<file path="src/hw/dcl_pkg.sv">
// shared constants and types for the dac clear/load control pair
// assumes one 100 MHz clock shared by host end and device end
package dcl_pkg;

  // frame layout: rw flag, address field, 18-bit data field
  localparam int FRAME_W = 24;
  localparam int DATA_W = 18;
  localparam int LIN_W = 4;
  localparam int RW_BIT = 23;
  localparam int ADDR_HI = 22;
  localparam int ADDR_LO = 20;
  localparam int DATA_HI = 19;
  localparam int DATA_LO = 2;

  // register addresses carried in the frame
  localparam logic [2:0] ADDR_DAC = 3'h1;
  localparam logic [2:0] ADDR_CTRL = 3'h2;
  localparam logic [2:0] ADDR_CLEAR = 3'h3;
  localparam logic [2:0] ADDR_SOFT = 3'h4;

  // software pulse control bits
  localparam int SOFT_LOAD_BIT = 0;
  localparam int SOFT_CLEAR_BIT = 1;
  localparam int SOFT_RESET_BIT = 2;

  // control register field positions
  localparam int CTL_FB_BIT = 1;
  localparam int CTL_GND_BIT = 2;
  localparam int CTL_FLOAT_BIT = 3;
  localparam int CTL_FMT_BIT = 4;
  localparam int CTL_LIN_LO = 6;

  // values after reset
  localparam logic FLOAT_RST = 1'b1;
  localparam logic GND_RST = 1'b1;
  localparam logic FB_RST = 1'b1;
  localparam logic FMT_RST = 1'b0;
  localparam logic [LIN_W-1:0] LIN_RST = 4'h0;
  localparam logic [LIN_W-1:0] LIN_20V = 4'hC;
  localparam logic [DATA_W-1:0] CLEAR_RST = 18'h00000;
  // negative reference code in twos complement
  localparam logic [DATA_W-1:0] DAC_RST = 18'h20000;
  // same code as seen at the converter, offset binary
  localparam logic [DATA_W-1:0] OUT_CODE_RST = 18'h00000;

  // host apb map
  localparam logic [7:0] APB_FRAME = 8'h00;
  localparam logic [7:0] APB_PINS = 8'h04;
  localparam logic [7:0] APB_RDBK = 8'h08;
  localparam logic [7:0] APB_STAT = 8'h0C;
  localparam int PIN_CLEAR_BIT = 0;
  localparam int PIN_LOAD_BIT = 1;
  localparam int RDBK_VALID_BIT = 24;

  // output condition, one-hot
  typedef enum logic [2:0] {
    OUT_NORMAL = 3'b001,
    OUT_FLOAT = 3'b010,
    OUT_CLAMP = 3'b100
  } dcl_out_e;

  // whole device state
  typedef struct packed {
    logic out_float;
    logic gnd_clamp;
    logic fb_mode;
    logic code_fmt;
    logic [LIN_W-1:0] lin_trim;
    logic [DATA_W-1:0] input_code;
    logic [DATA_W-1:0] dac_code;
    logic [DATA_W-1:0] clear_code;
    logic [DATA_W-1:0] out_code;
    logic [FRAME_W-1:0] rdata;
    logic rvalid;
  } dcl_dev_s;

  localparam dcl_dev_s DEV_RST = '{
    out_float: FLOAT_RST, gnd_clamp: GND_RST, fb_mode: FB_RST,
    code_fmt: FMT_RST, lin_trim: LIN_RST, input_code: DAC_RST,
    dac_code: DAC_RST, clear_code: CLEAR_RST, out_code: OUT_CODE_RST,
    rdata: 24'h000000, rvalid: 1'b0};

  // whole host state
  typedef struct packed {
    logic frame_valid;
    logic [FRAME_W-1:0] frame;
    logic clear_n;
    logic load_n;
    logic [FRAME_W-1:0] rdbk;
    logic rdbk_valid;
    logic pend;
  } dcl_host_s;

  localparam dcl_host_s HOST_RST = '{
    frame_valid: 1'b0, frame: 24'h000000, clear_n: 1'b1, load_n: 1'b1,
    rdbk: 24'h000000, rdbk_valid: 1'b0, pend: 1'b0};

endpackage

</file>
<file path="src/hw/dcl_link_if.sv">
// link between host end and device end: frame strobe, two pins and the read answer
// assumes both ends sit on the same clock
`timescale 1ns/10ps
interface dcl_link_if;
  import dcl_pkg::*;
  logic frame_valid;
  logic [FRAME_W-1:0] frame;
  logic clear_input_n;
  logic load_update_input_n;
  logic [FRAME_W-1:0] rdata;
  logic rvalid;

  modport device (
    input frame_valid, frame, clear_input_n, load_update_input_n,
    output rdata, rvalid
  );
  modport host (
    output frame_valid, frame, clear_input_n, load_update_input_n,
    input rdata, rvalid
  );
endinterface

</file>
<file path="src/hw/dcl_device.sv">
// device end: frame decode, clear value, control and pulse logic
// assumes frames arrive as one-cycle strobes and pins are synchronous
// pin levels act on every cycle they are low; bits act only once
// when clear and load are both asked for, clear wins, except that a clear bit is dropped while the load pin is low
`timescale 1ns/10ps
module dcl_device (
  input wire logic i_clock,
  input wire logic i_resetn,
  dcl_link_if.device link,
  output logic [dcl_pkg::DATA_W-1:0] o_dac_code,
  output dcl_pkg::dcl_out_e o_out_state,
  output logic o_out_drive,
  output logic o_out_tristate,
  output logic o_out_ground,
  output logic o_fb_parallel,
  output logic o_code_format,
  output logic [dcl_pkg::LIN_W-1:0] o_lin_trim
);
  import dcl_pkg::*;

  dcl_dev_s st_r;
  dcl_dev_s st_nxt;
  logic wr_frame;
  logic rd_frame;
  logic [2:0] addr;
  logic [DATA_W-1:0] data;
  logic wr_dac;
  logic wr_ctrl;
  logic wr_clear;
  logic wr_pulse;
  logic ctl_float;
  logic ctl_clamp;
  logic ctl_fb;
  logic ctl_fmt;
  logic [LIN_W-1:0] ctl_lin;
  logic bit_load;
  logic bit_clear;
  logic bit_reset;
  logic soft_load;
  logic soft_clear;
  logic soft_reset;
  logic clr_pin;
  logic ld_pin;
  logic clear_now;
  logic load_now;
  logic [FRAME_W-1:0] rd_word;

  // frame field split
  assign wr_frame = link.frame_valid & ~link.frame[RW_BIT];
  assign rd_frame = link.frame_valid & link.frame[RW_BIT];
  assign addr = link.frame[ADDR_HI:ADDR_LO];
  assign data = link.frame[DATA_HI:DATA_LO];
  assign clr_pin = ~link.clear_input_n;
  assign ld_pin = ~link.load_update_input_n;

  // one write strobe per register address
  assign wr_dac = wr_frame & (addr == ADDR_DAC);
  assign wr_ctrl = wr_frame & (addr == ADDR_CTRL);
  assign wr_clear = wr_frame & (addr == ADDR_CLEAR);
  assign wr_pulse = wr_frame & (addr == ADDR_SOFT);

  // control word fields; bits outside these are ignored
  assign ctl_float = link.frame[CTL_FLOAT_BIT];
  assign ctl_clamp = link.frame[CTL_GND_BIT];
  assign ctl_fb = link.frame[CTL_FB_BIT];
  assign ctl_fmt = link.frame[CTL_FMT_BIT];
  assign ctl_lin = link.frame[CTL_LIN_LO+LIN_W-1:CTL_LIN_LO];

  // pulse word function bits; the reserved bits are never read
  assign bit_load = link.frame[SOFT_LOAD_BIT];
  assign bit_clear = link.frame[SOFT_CLEAR_BIT];
  assign bit_reset = link.frame[SOFT_RESET_BIT];

  // pulse decode; only the three low bits mean anything
  always_comb begin
    soft_load = 1'b0;
    soft_clear = 1'b0;
    soft_reset = 1'b0;
    if (wr_pulse) begin
      soft_load = bit_load & ~clr_pin;
      soft_clear = bit_clear & ~ld_pin;
      soft_reset = bit_reset;
    end
  end

  // pin and bit requests merged; a bit acts as a one-cycle pin pulse, save that a clear bit is dropped while the load pin is low
  assign clear_now = clr_pin | soft_clear;
  assign load_now = ld_pin | soft_load;

  // read answer word: flag, address, then the register contents
  always_comb begin
    rd_word = {1'b1, addr, 20'h00000};
    case (addr)
      ADDR_DAC: begin
        rd_word[DATA_HI:DATA_LO] = st_r.dac_code;
      end
      ADDR_CTRL: begin
        rd_word[CTL_FLOAT_BIT] = st_r.out_float;
        rd_word[CTL_GND_BIT] = st_r.gnd_clamp;
        rd_word[CTL_FB_BIT] = st_r.fb_mode;
        rd_word[CTL_FMT_BIT] = st_r.code_fmt;
        rd_word[CTL_LIN_LO+LIN_W-1:CTL_LIN_LO] = st_r.lin_trim;
      end
      ADDR_CLEAR: begin
        rd_word[DATA_HI:DATA_LO] = st_r.clear_code;
      end
      default: ; // write-only pulse register reads as zero
    endcase
  end

  // next state
  always_comb begin
    st_nxt = st_r;
    st_nxt.rvalid = 1'b0;
    // register writes
    // input code waits here until a load pin or bit moves it on
    if (wr_dac) begin
      st_nxt.input_code = data;
    end
    if (wr_ctrl) begin
      // float and clamp leave power-on state only here
      st_nxt.out_float = ctl_float;
      st_nxt.gnd_clamp = ctl_clamp;
      st_nxt.fb_mode = ctl_fb;
      st_nxt.code_fmt = ctl_fmt;
      st_nxt.lin_trim = ctl_lin;
    end
    // pulse register stores nothing; its bits act only in their frame
    if (wr_clear) begin
      st_nxt.clear_code = data;
    end
    // dac register update: clear has priority over load
    // a clear value written in the same cycle applies next time
    if (clear_now) begin
      st_nxt.dac_code = st_r.clear_code;
    end else if (load_now) begin
      st_nxt.dac_code = st_nxt.input_code;
    end
    // read answer one cycle after the frame
    // rdata keeps its last answer until the next read frame or a soft reset
    if (rd_frame) begin
      st_nxt.rvalid = 1'b1;
      st_nxt.rdata = rd_word;
    end
    // code at the converter: twos complement flips the top bit
    // registered, so the converter never sees a half-updated code
    st_nxt.out_code = st_nxt.dac_code;
    if (!st_nxt.code_fmt) begin
      st_nxt.out_code[DATA_W-1] = ~st_nxt.dac_code[DATA_W-1];
    end
    // soft reset behaves exactly as power-on
    if (soft_reset) begin
      st_nxt = DEV_RST;
    end
  end

  // state register; reset gives all power-on defaults
  always_ff @(posedge i_clock or negedge i_resetn) begin
    if (!i_resetn) begin
      st_r <= DEV_RST;
    end else begin
      st_r <= st_nxt;
    end
  end

  // output condition decode
  dcl_out_state u_out (
    .i_float(st_r.out_float),
    .i_clamp(st_r.gnd_clamp),
    .o_state(o_out_state),
    .o_drive(o_out_drive),
    .o_tristate(o_out_tristate),
    .o_ground(o_out_ground)
  );

  // analog code comes straight from its own register
  assign o_dac_code = st_r.out_code;

  // plain register outputs
  assign o_fb_parallel = st_r.fb_mode;
  assign o_code_format = st_r.code_fmt;
  assign o_lin_trim = st_r.lin_trim;
  assign link.rdata = st_r.rdata;
  assign link.rvalid = st_r.rvalid;
endmodule

</file>
<file path="src/hw/dcl_out_state.sv">
// decodes the float and clamp bits into the output condition
// assumes registered inputs from the device state
`timescale 1ns/10ps
module dcl_out_state (
  input wire logic i_float,
  input wire logic i_clamp,
  output dcl_pkg::dcl_out_e o_state,
  output logic o_drive,
  output logic o_tristate,
  output logic o_ground
);
  import dcl_pkg::*;

  // clamp overrides float whatever its value
  always_comb begin
    case ({i_clamp, i_float})
      2'b00: o_state = OUT_NORMAL;
      2'b01: o_state = OUT_FLOAT;
      default: o_state = OUT_CLAMP;
    endcase
  end

  // one line per condition
  assign o_drive = (o_state == OUT_NORMAL);
  assign o_tristate = (o_state == OUT_FLOAT);
  assign o_ground = (o_state == OUT_CLAMP);
endmodule

</file>
<file path="src/flat_wrapper.sv">
// flat-port wrapper written by rule: the top's interface ports become plain ports
module dcl_device_flat import dcl_pkg::*;
  (i_clock, i_resetn, o_dac_code, o_out_state, o_out_drive, o_out_tristate, o_out_ground, o_fb_parallel, o_code_format, o_lin_trim, link_frame_valid, link_frame, link_clear_input_n, link_load_update_input_n, link_rdata, link_rvalid);
  dcl_link_if link_i ();
  input wire logic i_clock;
  input wire logic i_resetn;
  output logic [dcl_pkg::DATA_W-1:0] o_dac_code;
  output dcl_pkg::dcl_out_e o_out_state;
  output logic o_out_drive;
  output logic o_out_tristate;
  output logic o_out_ground;
  output logic o_fb_parallel;
  output logic o_code_format;
  output logic [dcl_pkg::LIN_W-1:0] o_lin_trim;
  input wire logic [$bits(link_i.frame_valid)-1:0] link_frame_valid;
  input wire logic [$bits(link_i.frame)-1:0] link_frame;
  input wire logic [$bits(link_i.clear_input_n)-1:0] link_clear_input_n;
  input wire logic [$bits(link_i.load_update_input_n)-1:0] link_load_update_input_n;
  output wire logic [$bits(link_i.rdata)-1:0] link_rdata;
  output wire logic [$bits(link_i.rvalid)-1:0] link_rvalid;
  assign link_i.frame_valid = link_frame_valid;
  assign link_i.frame = link_frame;
  assign link_i.clear_input_n = link_clear_input_n;
  assign link_i.load_update_input_n = link_load_update_input_n;
  assign link_rdata = link_i.rdata;
  assign link_rvalid = link_i.rvalid;
  dcl_device u_core (.i_clock(i_clock), .i_resetn(i_resetn), .link(link_i), .o_dac_code(o_dac_code), .o_out_state(o_out_state), .o_out_drive(o_out_drive), .o_out_tristate(o_out_tristate), .o_out_ground(o_out_ground), .o_fb_parallel(o_fb_parallel), .o_code_format(o_code_format), .o_lin_trim(o_lin_trim));
endmodule
</file>
<file path="config.mk">
export PLATFORM = sky130hd
export DESIGN_NAME = dcl_device_flat
export DESIGN_NICKNAME = d
export VERILOG_FILES = /design/src/hw/dcl_pkg.sv /design/src/hw/dcl_link_if.sv /design/src/hw/dcl_device.sv /design/src/hw/dcl_out_state.sv /design/src/flat_wrapper.sv
export SDC_FILE = /design/constraint.sdc
export NUM_CORES = 1
export LEC_CHECK = 0
export ABC_AREA = 0
export BUFFER_PORTS_ARGS = -buffer_cell sky130_fd_sc_hd__buf_2
export CAP_MARGIN = 20
export CORE_AREA = 2 2 116 118
export DETAILED_ROUTE_END_ITERATION = 12
export DIE_AREA = 0 0 118 120
export GPL_TIMING_DRIVEN = 0
export PLACE_DENSITY = 0.66
export SLEW_MARGIN = 0
export SYNTH_ARGS = -nofsm -noshare
export SYNTH_HDL_FRONTEND = slang
export SYNTH_SLANG_ARGS = --single-unit
export TNS_END_PERCENT = 1
</file>
<file path="constraint.sdc">
create_clock -name i_clock -period 1.2 [get_ports i_clock]
set_clock_uncertainty 0.15 [all_clocks]
set_input_delay 0.06 -clock i_clock [delete_from_list [all_inputs] [get_ports i_clock]]
set_output_delay 0.06 -clock i_clock [all_outputs]
set_load 0.03 [all_outputs]
</file>
======== Yosys cells after proc, flatten, opt, wreduce, memory -nomap -nowiden ========
Cells that the tools add are included.
cells by class
  reduce and logical (&&, ||, !) cells .... 4
  equality and inequality tests ........... 8
  bitwise operators ....................... 14
  muxes and demuxes ....................... 17
operators with widths
  operator            count
  $mux 105            1
  $mux 18             4
  $mux 25             1
  $pmux 10 s2         1
  $pmux 4 s3          1
  $eq 3x2->1 const B  3
  $pmux 3 s3          1
  $and 1x1->1         8
  $mux 8              1
  $eq 3x1->1 const B  2
  $eq 3x3->1 const B  2
  $pmux 3 s2          1
  $reduce_bool 2->1   3
  $mux 1              5
  $not 1->1           4
  $eq 2x1->1 const B  1
  $logic_not 2->1     1
  $or 1x1->1          2
  $pmux 1 s2          1
storage, ports and cells
  output and inout port bits .............. 55
  logic and storage cells ................. 54
  bits in registers ....................... 105
  bits of input ports ..................... 29

======== Depth between registers and ports, before layout ========
  word-level depth ........................ 10
  gate-level depth with buffers ........... 8

======== By module ========
From an unflattened synthesis, not the netlist that was laid out.
unflattened totals
  cells, all modules ...................... 443
  area total of the unflattened synthesis .. 4362.9 µm²
by module, submodules not included
  module         sequential area each (µm²)  cells an instance  instances  area each (µm²)
  dcl_device     2183.3                      437                1          4326.6
  dcl_out_state  0.0                         6                  1          36.3

======== Worst setup path after synthesis ========
No wires, ideal clock.
  path kind ............................... input to register
  start ................................... in link_frame[22]
  end ..................................... reg u_core.st_r[68] (netlist bit)
  arrival ................................. 1354 ps
  stages on the path ...................... 7
  buffers on the path ..................... 2
  setup slack ............................. -425 ps
  setup time .............................. 121 ps
  cells stage by stage .................... buf_4 > nand4bb_4 > nor2_8 > buf_6 > mux2i_1 > o21ai_1 > a22o_1
between the ends
  longest elaborated chain between the ends .. 7
ends and longest elaborated chain
  item                  line                text
  start, declared       flat_wrapper.sv:16  input wire logic [$bits(link_i.frame)-1:0] link_frame;
  $eq 3x3->1            dcl_device.sv:60    assign wr_pulse = wr_frame & (addr == ADDR_SOFT);
  $and 1x1->1           dcl_device.sv:60
  $mux 1                dcl_device.sv:79    if (wr_pulse) begin
  $or 1x1->1            dcl_device.sv:88    assign load_now = ld_pin | soft_load;
  $mux 18               dcl_device.sv:136   end else if (load_now) begin
  $mux 18               dcl_device.sv:134   if (clear_now) begin
  $mux 105 (*)          dcl_device.sv:152   if (soft_reset) begin
  end signal, assigned  dcl_device.sv:162   st_r <= st_nxt;
  end, declared         dcl_device.sv:21    dcl_dev_s st_r;
Mark *: on every way between the ends. The rest lies on a longest branch, timed or not.
A chain may end at the register's enable or synchronous reset.

======== Worst setup path after layout ========
  start ................................... reg u_core.st_r[103] (netlist bit)
  end ..................................... out o_out_state[2]
between the ends
  longest elaborated chain between the ends .. 2
ends and longest elaborated chain
  item                                           line                 text
  $eq 2x1->1 or $logic_not 2->1 (tied branches)  dcl_out_state.sv:16  case ({i_clamp, i_float})
  $pmux 3 s2 (*)                                 dcl_out_state.sv:16
  end, declared                                  flat_wrapper.sv:8    output dcl_pkg::dcl_out_e o_out_state;
Marks and branches as above.

==> flow_metrics.py <==
metrics = {
    "clocking": {
        "numCtsBuffers": 9,
        "root_buffer": "clkbuf_16",
        "clock_tree.buffer_depth": 2,
        "numClockSinks": 87,
        "cts_tree": "yes",
        "clock_latency_ns": 0.35,
        "h-tree-depth": 3,
        "clk_pin_slew_ns": 0.06,
    },
    "routing": {
        "drtIter0Drc": 213,
        "ant_nets": 0,
        "dr.pass1.iters": 4,
        "routed_wl_um": 11400,
        "drc_errors": 0,
        "vias": 3494,
        "via_per_inst": 4.79,
        "drt-wirelength-per-cell_um": 15.7,
    },
    "synthesis": {
        "syn_nets": 462,
        "synth_seq_cells": 87,
        "synthArstFlopShare_pct": 100,
        "yosysWarningCount": 0,
        "synth_area_per_cell_um2": 10.1,
        "synth_edf_count": 0,
        "synth_top_cell_by_area": "dfrtp_1",
        "ys_seq_area_share_pct": 49.7,
        "yosysUniqueCellTypes": 45,
        "ys_top_cells_by_area": "dfrtp_1 (47%), buf_4 (8.9%), nand2_1 (7.3%)",
        "synth_flop_cell": "dfrtp_1",
        "synth_top_area_share_pct": 46.7,
        "synthCells": 433,
        "netlist_area_um2": 4390,
    },
    "timing": {
        "rsz0062_at_grt": "true",
        "whs_ns": -0.0868,
        "timing.final.ws_setup_ns": -0.272,
        "worst_slew_pin_slew_ns": 0.675,
        "finalSetupTns_ns": -5.07,
        "setup_violations": 57,
        "fmax_mhz": 679,
        "fin_crit_sh_pct": 123,
        "relSlewSlack_pct": 54.9,
        "fin_crit_ns": 1.47,
        "drv_slew": 0,
        "hold_violations": 20,
    },
    "floorplan": {
        "core_um2": 13000,
        "die_h_um": 120,
        "num_rows": 42,
        "io_pins": 84,
        "die_x_um": 118,
        "dieArea_um2": 14200,
        "start_util_pct": 33.8,
    },
    "critical_path": {
        "start_kind": "flop",
        "crit_fanout": 4,
        "path_delay_family": "flip-flops",
        "cp.required_ns": 0.99,
        "critPathKind": "flop to primary output",
        "critPathMaxStageDelay_ns": 0.58,
        "worstPathArrival_ns": 1.26,
        "cp_slowest_cell": "dfstp_2",
        "crit_start": "u_core.st_r[103]",
        "timing.rr.end": "u_core.o_dac_code[17]",
        "path_cells": "clkbuf_1, buf_4, buf_6",
        "worst_setup_path_end_kind": "primary output",
        "path_depth": 3,
        "crit_buf_inv": 3,
        "rrSetupSlack_ns": -0.26,
        "worstReg2RegStart": "u_core.st_r[78]",
        "r2r_cells": 4,
        "crit_path_end": "o_out_state[2]",
    },
    "status": {
        "status": "finished with violations",
        "violations": "hold timing, setup timing",
    },
    "global_routing": {
        "grt_max_degree": 74,
        "grt_pass1_vias": 3657,
        "antenna_found_initial": 0,
        "grt_pass1_wl_um": 18700,
        "grt_usage_pct": 16.8,
        "overflow": 0,
    },
    "run": {
        "drv_cap": 0,
    },
    "place": {
        "post-place-ws_ns": -0.590,
        "place.gp.congestion": 0.934,
        "portBuffers": 80,
        "dp_cells": 690,
        "hpwlAfterDp_um": 8080,
    },
    "pwr": {
        "power.density_nw_per_um2": 1540,
        "ir_drop_mv": 0.666,
        "p_leak_uw": 0.00289,
        "power.total_uw": 9550,
    },
    "layout": {
        "drive_gt1_share_pct": 39.4,
        "area_delta_synth_final_pct": 41.4,
        "fin_cells": 730,
        "num-fill-cells": 1157,
        "n_antenna_cell": 0,
        "layout.nets": 579,
        "multi_input_area_um2": 1780,
        "regArea_um2": 2180,
    },
    "hold_path": {
        "holdCritPathClass": "input port to flop",
    },
}
[Yosys cell counts, types with 2 or more instances]
master	count
dfrtp_1	82
nand2_1	85
a22o_1	18
buf_6	6
a22oi_1	7
buf_2	6
inv_1	3
buf_4	52
buf_1	3
o21ai_0	18
a21oi_1	23
nor2_2	2
mux2_2	7
mux2i_1	28
o21ai_1	20
nand3_1	15
dfstp_2	5
nor2_1	23
clkbuf_1	3
nor2_4	2
[layout by cell type (no fill, tap or decap), types with 5 or more instances in the layout]
master	count
a21oi_1	23
a22o_1	18
a22oi_2	6
buf_2	30
buf_4	15
buf_6	98
clkbuf_1	5
clkbuf_16	9
dfrtp_1	81
dfstp_2	5
dlygate4sd3_1	23
mux2i_1	19
mux2i_2	9
nand2_1	83
nand3_1	15
nor2_1	23
o21ai_0	11
o21ai_1	24
[worst min-delay path by stage]
stage,slack [ns],end,depth (start not counted),from
after floorplan,-0.39,u_core.link.rdata[10],0,i_resetn
after global routing,-0.07,u_core.st_r[78],3,link_frame[22]
after detailed placement,-0.21,u_core.o_dac_code[17],1,i_resetn
after global placement,0.15,u_core.link.rdata[22],3,link_frame[22]
after CTS,-0.11,u_core.o_fb_parallel,4,link_frame[22]
final,-0.09,u_core.st_r[78],3,link_frame[22]
[through the flow]
stage          area (um^2)  util, %
3_5_place_dp          5060     39.0
3_3_place_gp          5030     38.8
2_1_floorplan         4410        -
4_1_cts               6090     46.9
5_1_grt               6210     47.9
6_report              6210     47.9
[state kept, by name, summed over array words and instances, names as in the netlist]
| register | flops |
|---|---|
| u_core.link.rdata | 23 |
| u_core.link.rvalid | 1 |
| u_core.o_code_format | 1 |
| u_core.o_dac_code | 1 |
| u_core.o_fb_parallel | 1 |
| u_core.o_lin_trim | 4 |
| u_core.st_r | 56 |
[tightest hold or removal path, cell delays in order]
cell and delay, ns:
buf_12 0.12, nand4_4 0.15, nand2_1 0.07
[metal layers]
| metal | track usage [%] | up-vias | share of wire (%) |
|---|---|---|---|
| met5 | 0 | - | 0 |
| met4 | 7.30 | 0 | 2.4 |
| met3 | 3.90 | 24 | 4.7 |
| met2 | 28.7 | 94 | 50 |
| met1 | 20.3 | 1707 | 43 |
| li1 | - | 1669 | - |
[cell type report]
type,instances,area share [%]
buffer,72,12.0
inverter,4,0.242
sequential,87,35.2
clock inverter,1,0.0806
multi-input combinational,270,28.7
timing repair buffer,106,16.0
tap,176,3.54
clock buffer,14,4.25
[where the power goes]
part | switching, uW | internal, uW | total (uW)
Combinational | 1530 | 1570 | 3110
Sequential | 394 | 3460 | 3850
Clock | 1090 | 1500 | 2590
Total | 3020 | 6540 | 9550
[logic make-up after synthesis]
family          count (synthesis)  share of synthesized area (%)
other cells                     1                         0.0854
xor+xnor                        1                          0.199
flops                          87                           49.7
mux                            36                           8.69
compound gates                 92                           13.2
buf+inv                        76                           12.4
simple gates                  140                           15.7
[repair_timing]
action / CTS / global route
buffers inserted: 2 / 0
hold endpoints to repair: 140 / 17
hold buffers: 21 / 2
resized for setup: 168 / 30
pin swaps: 8 / 7
setup endpoints to repair: 115 / 111
(Power assumes the default switching activity.)
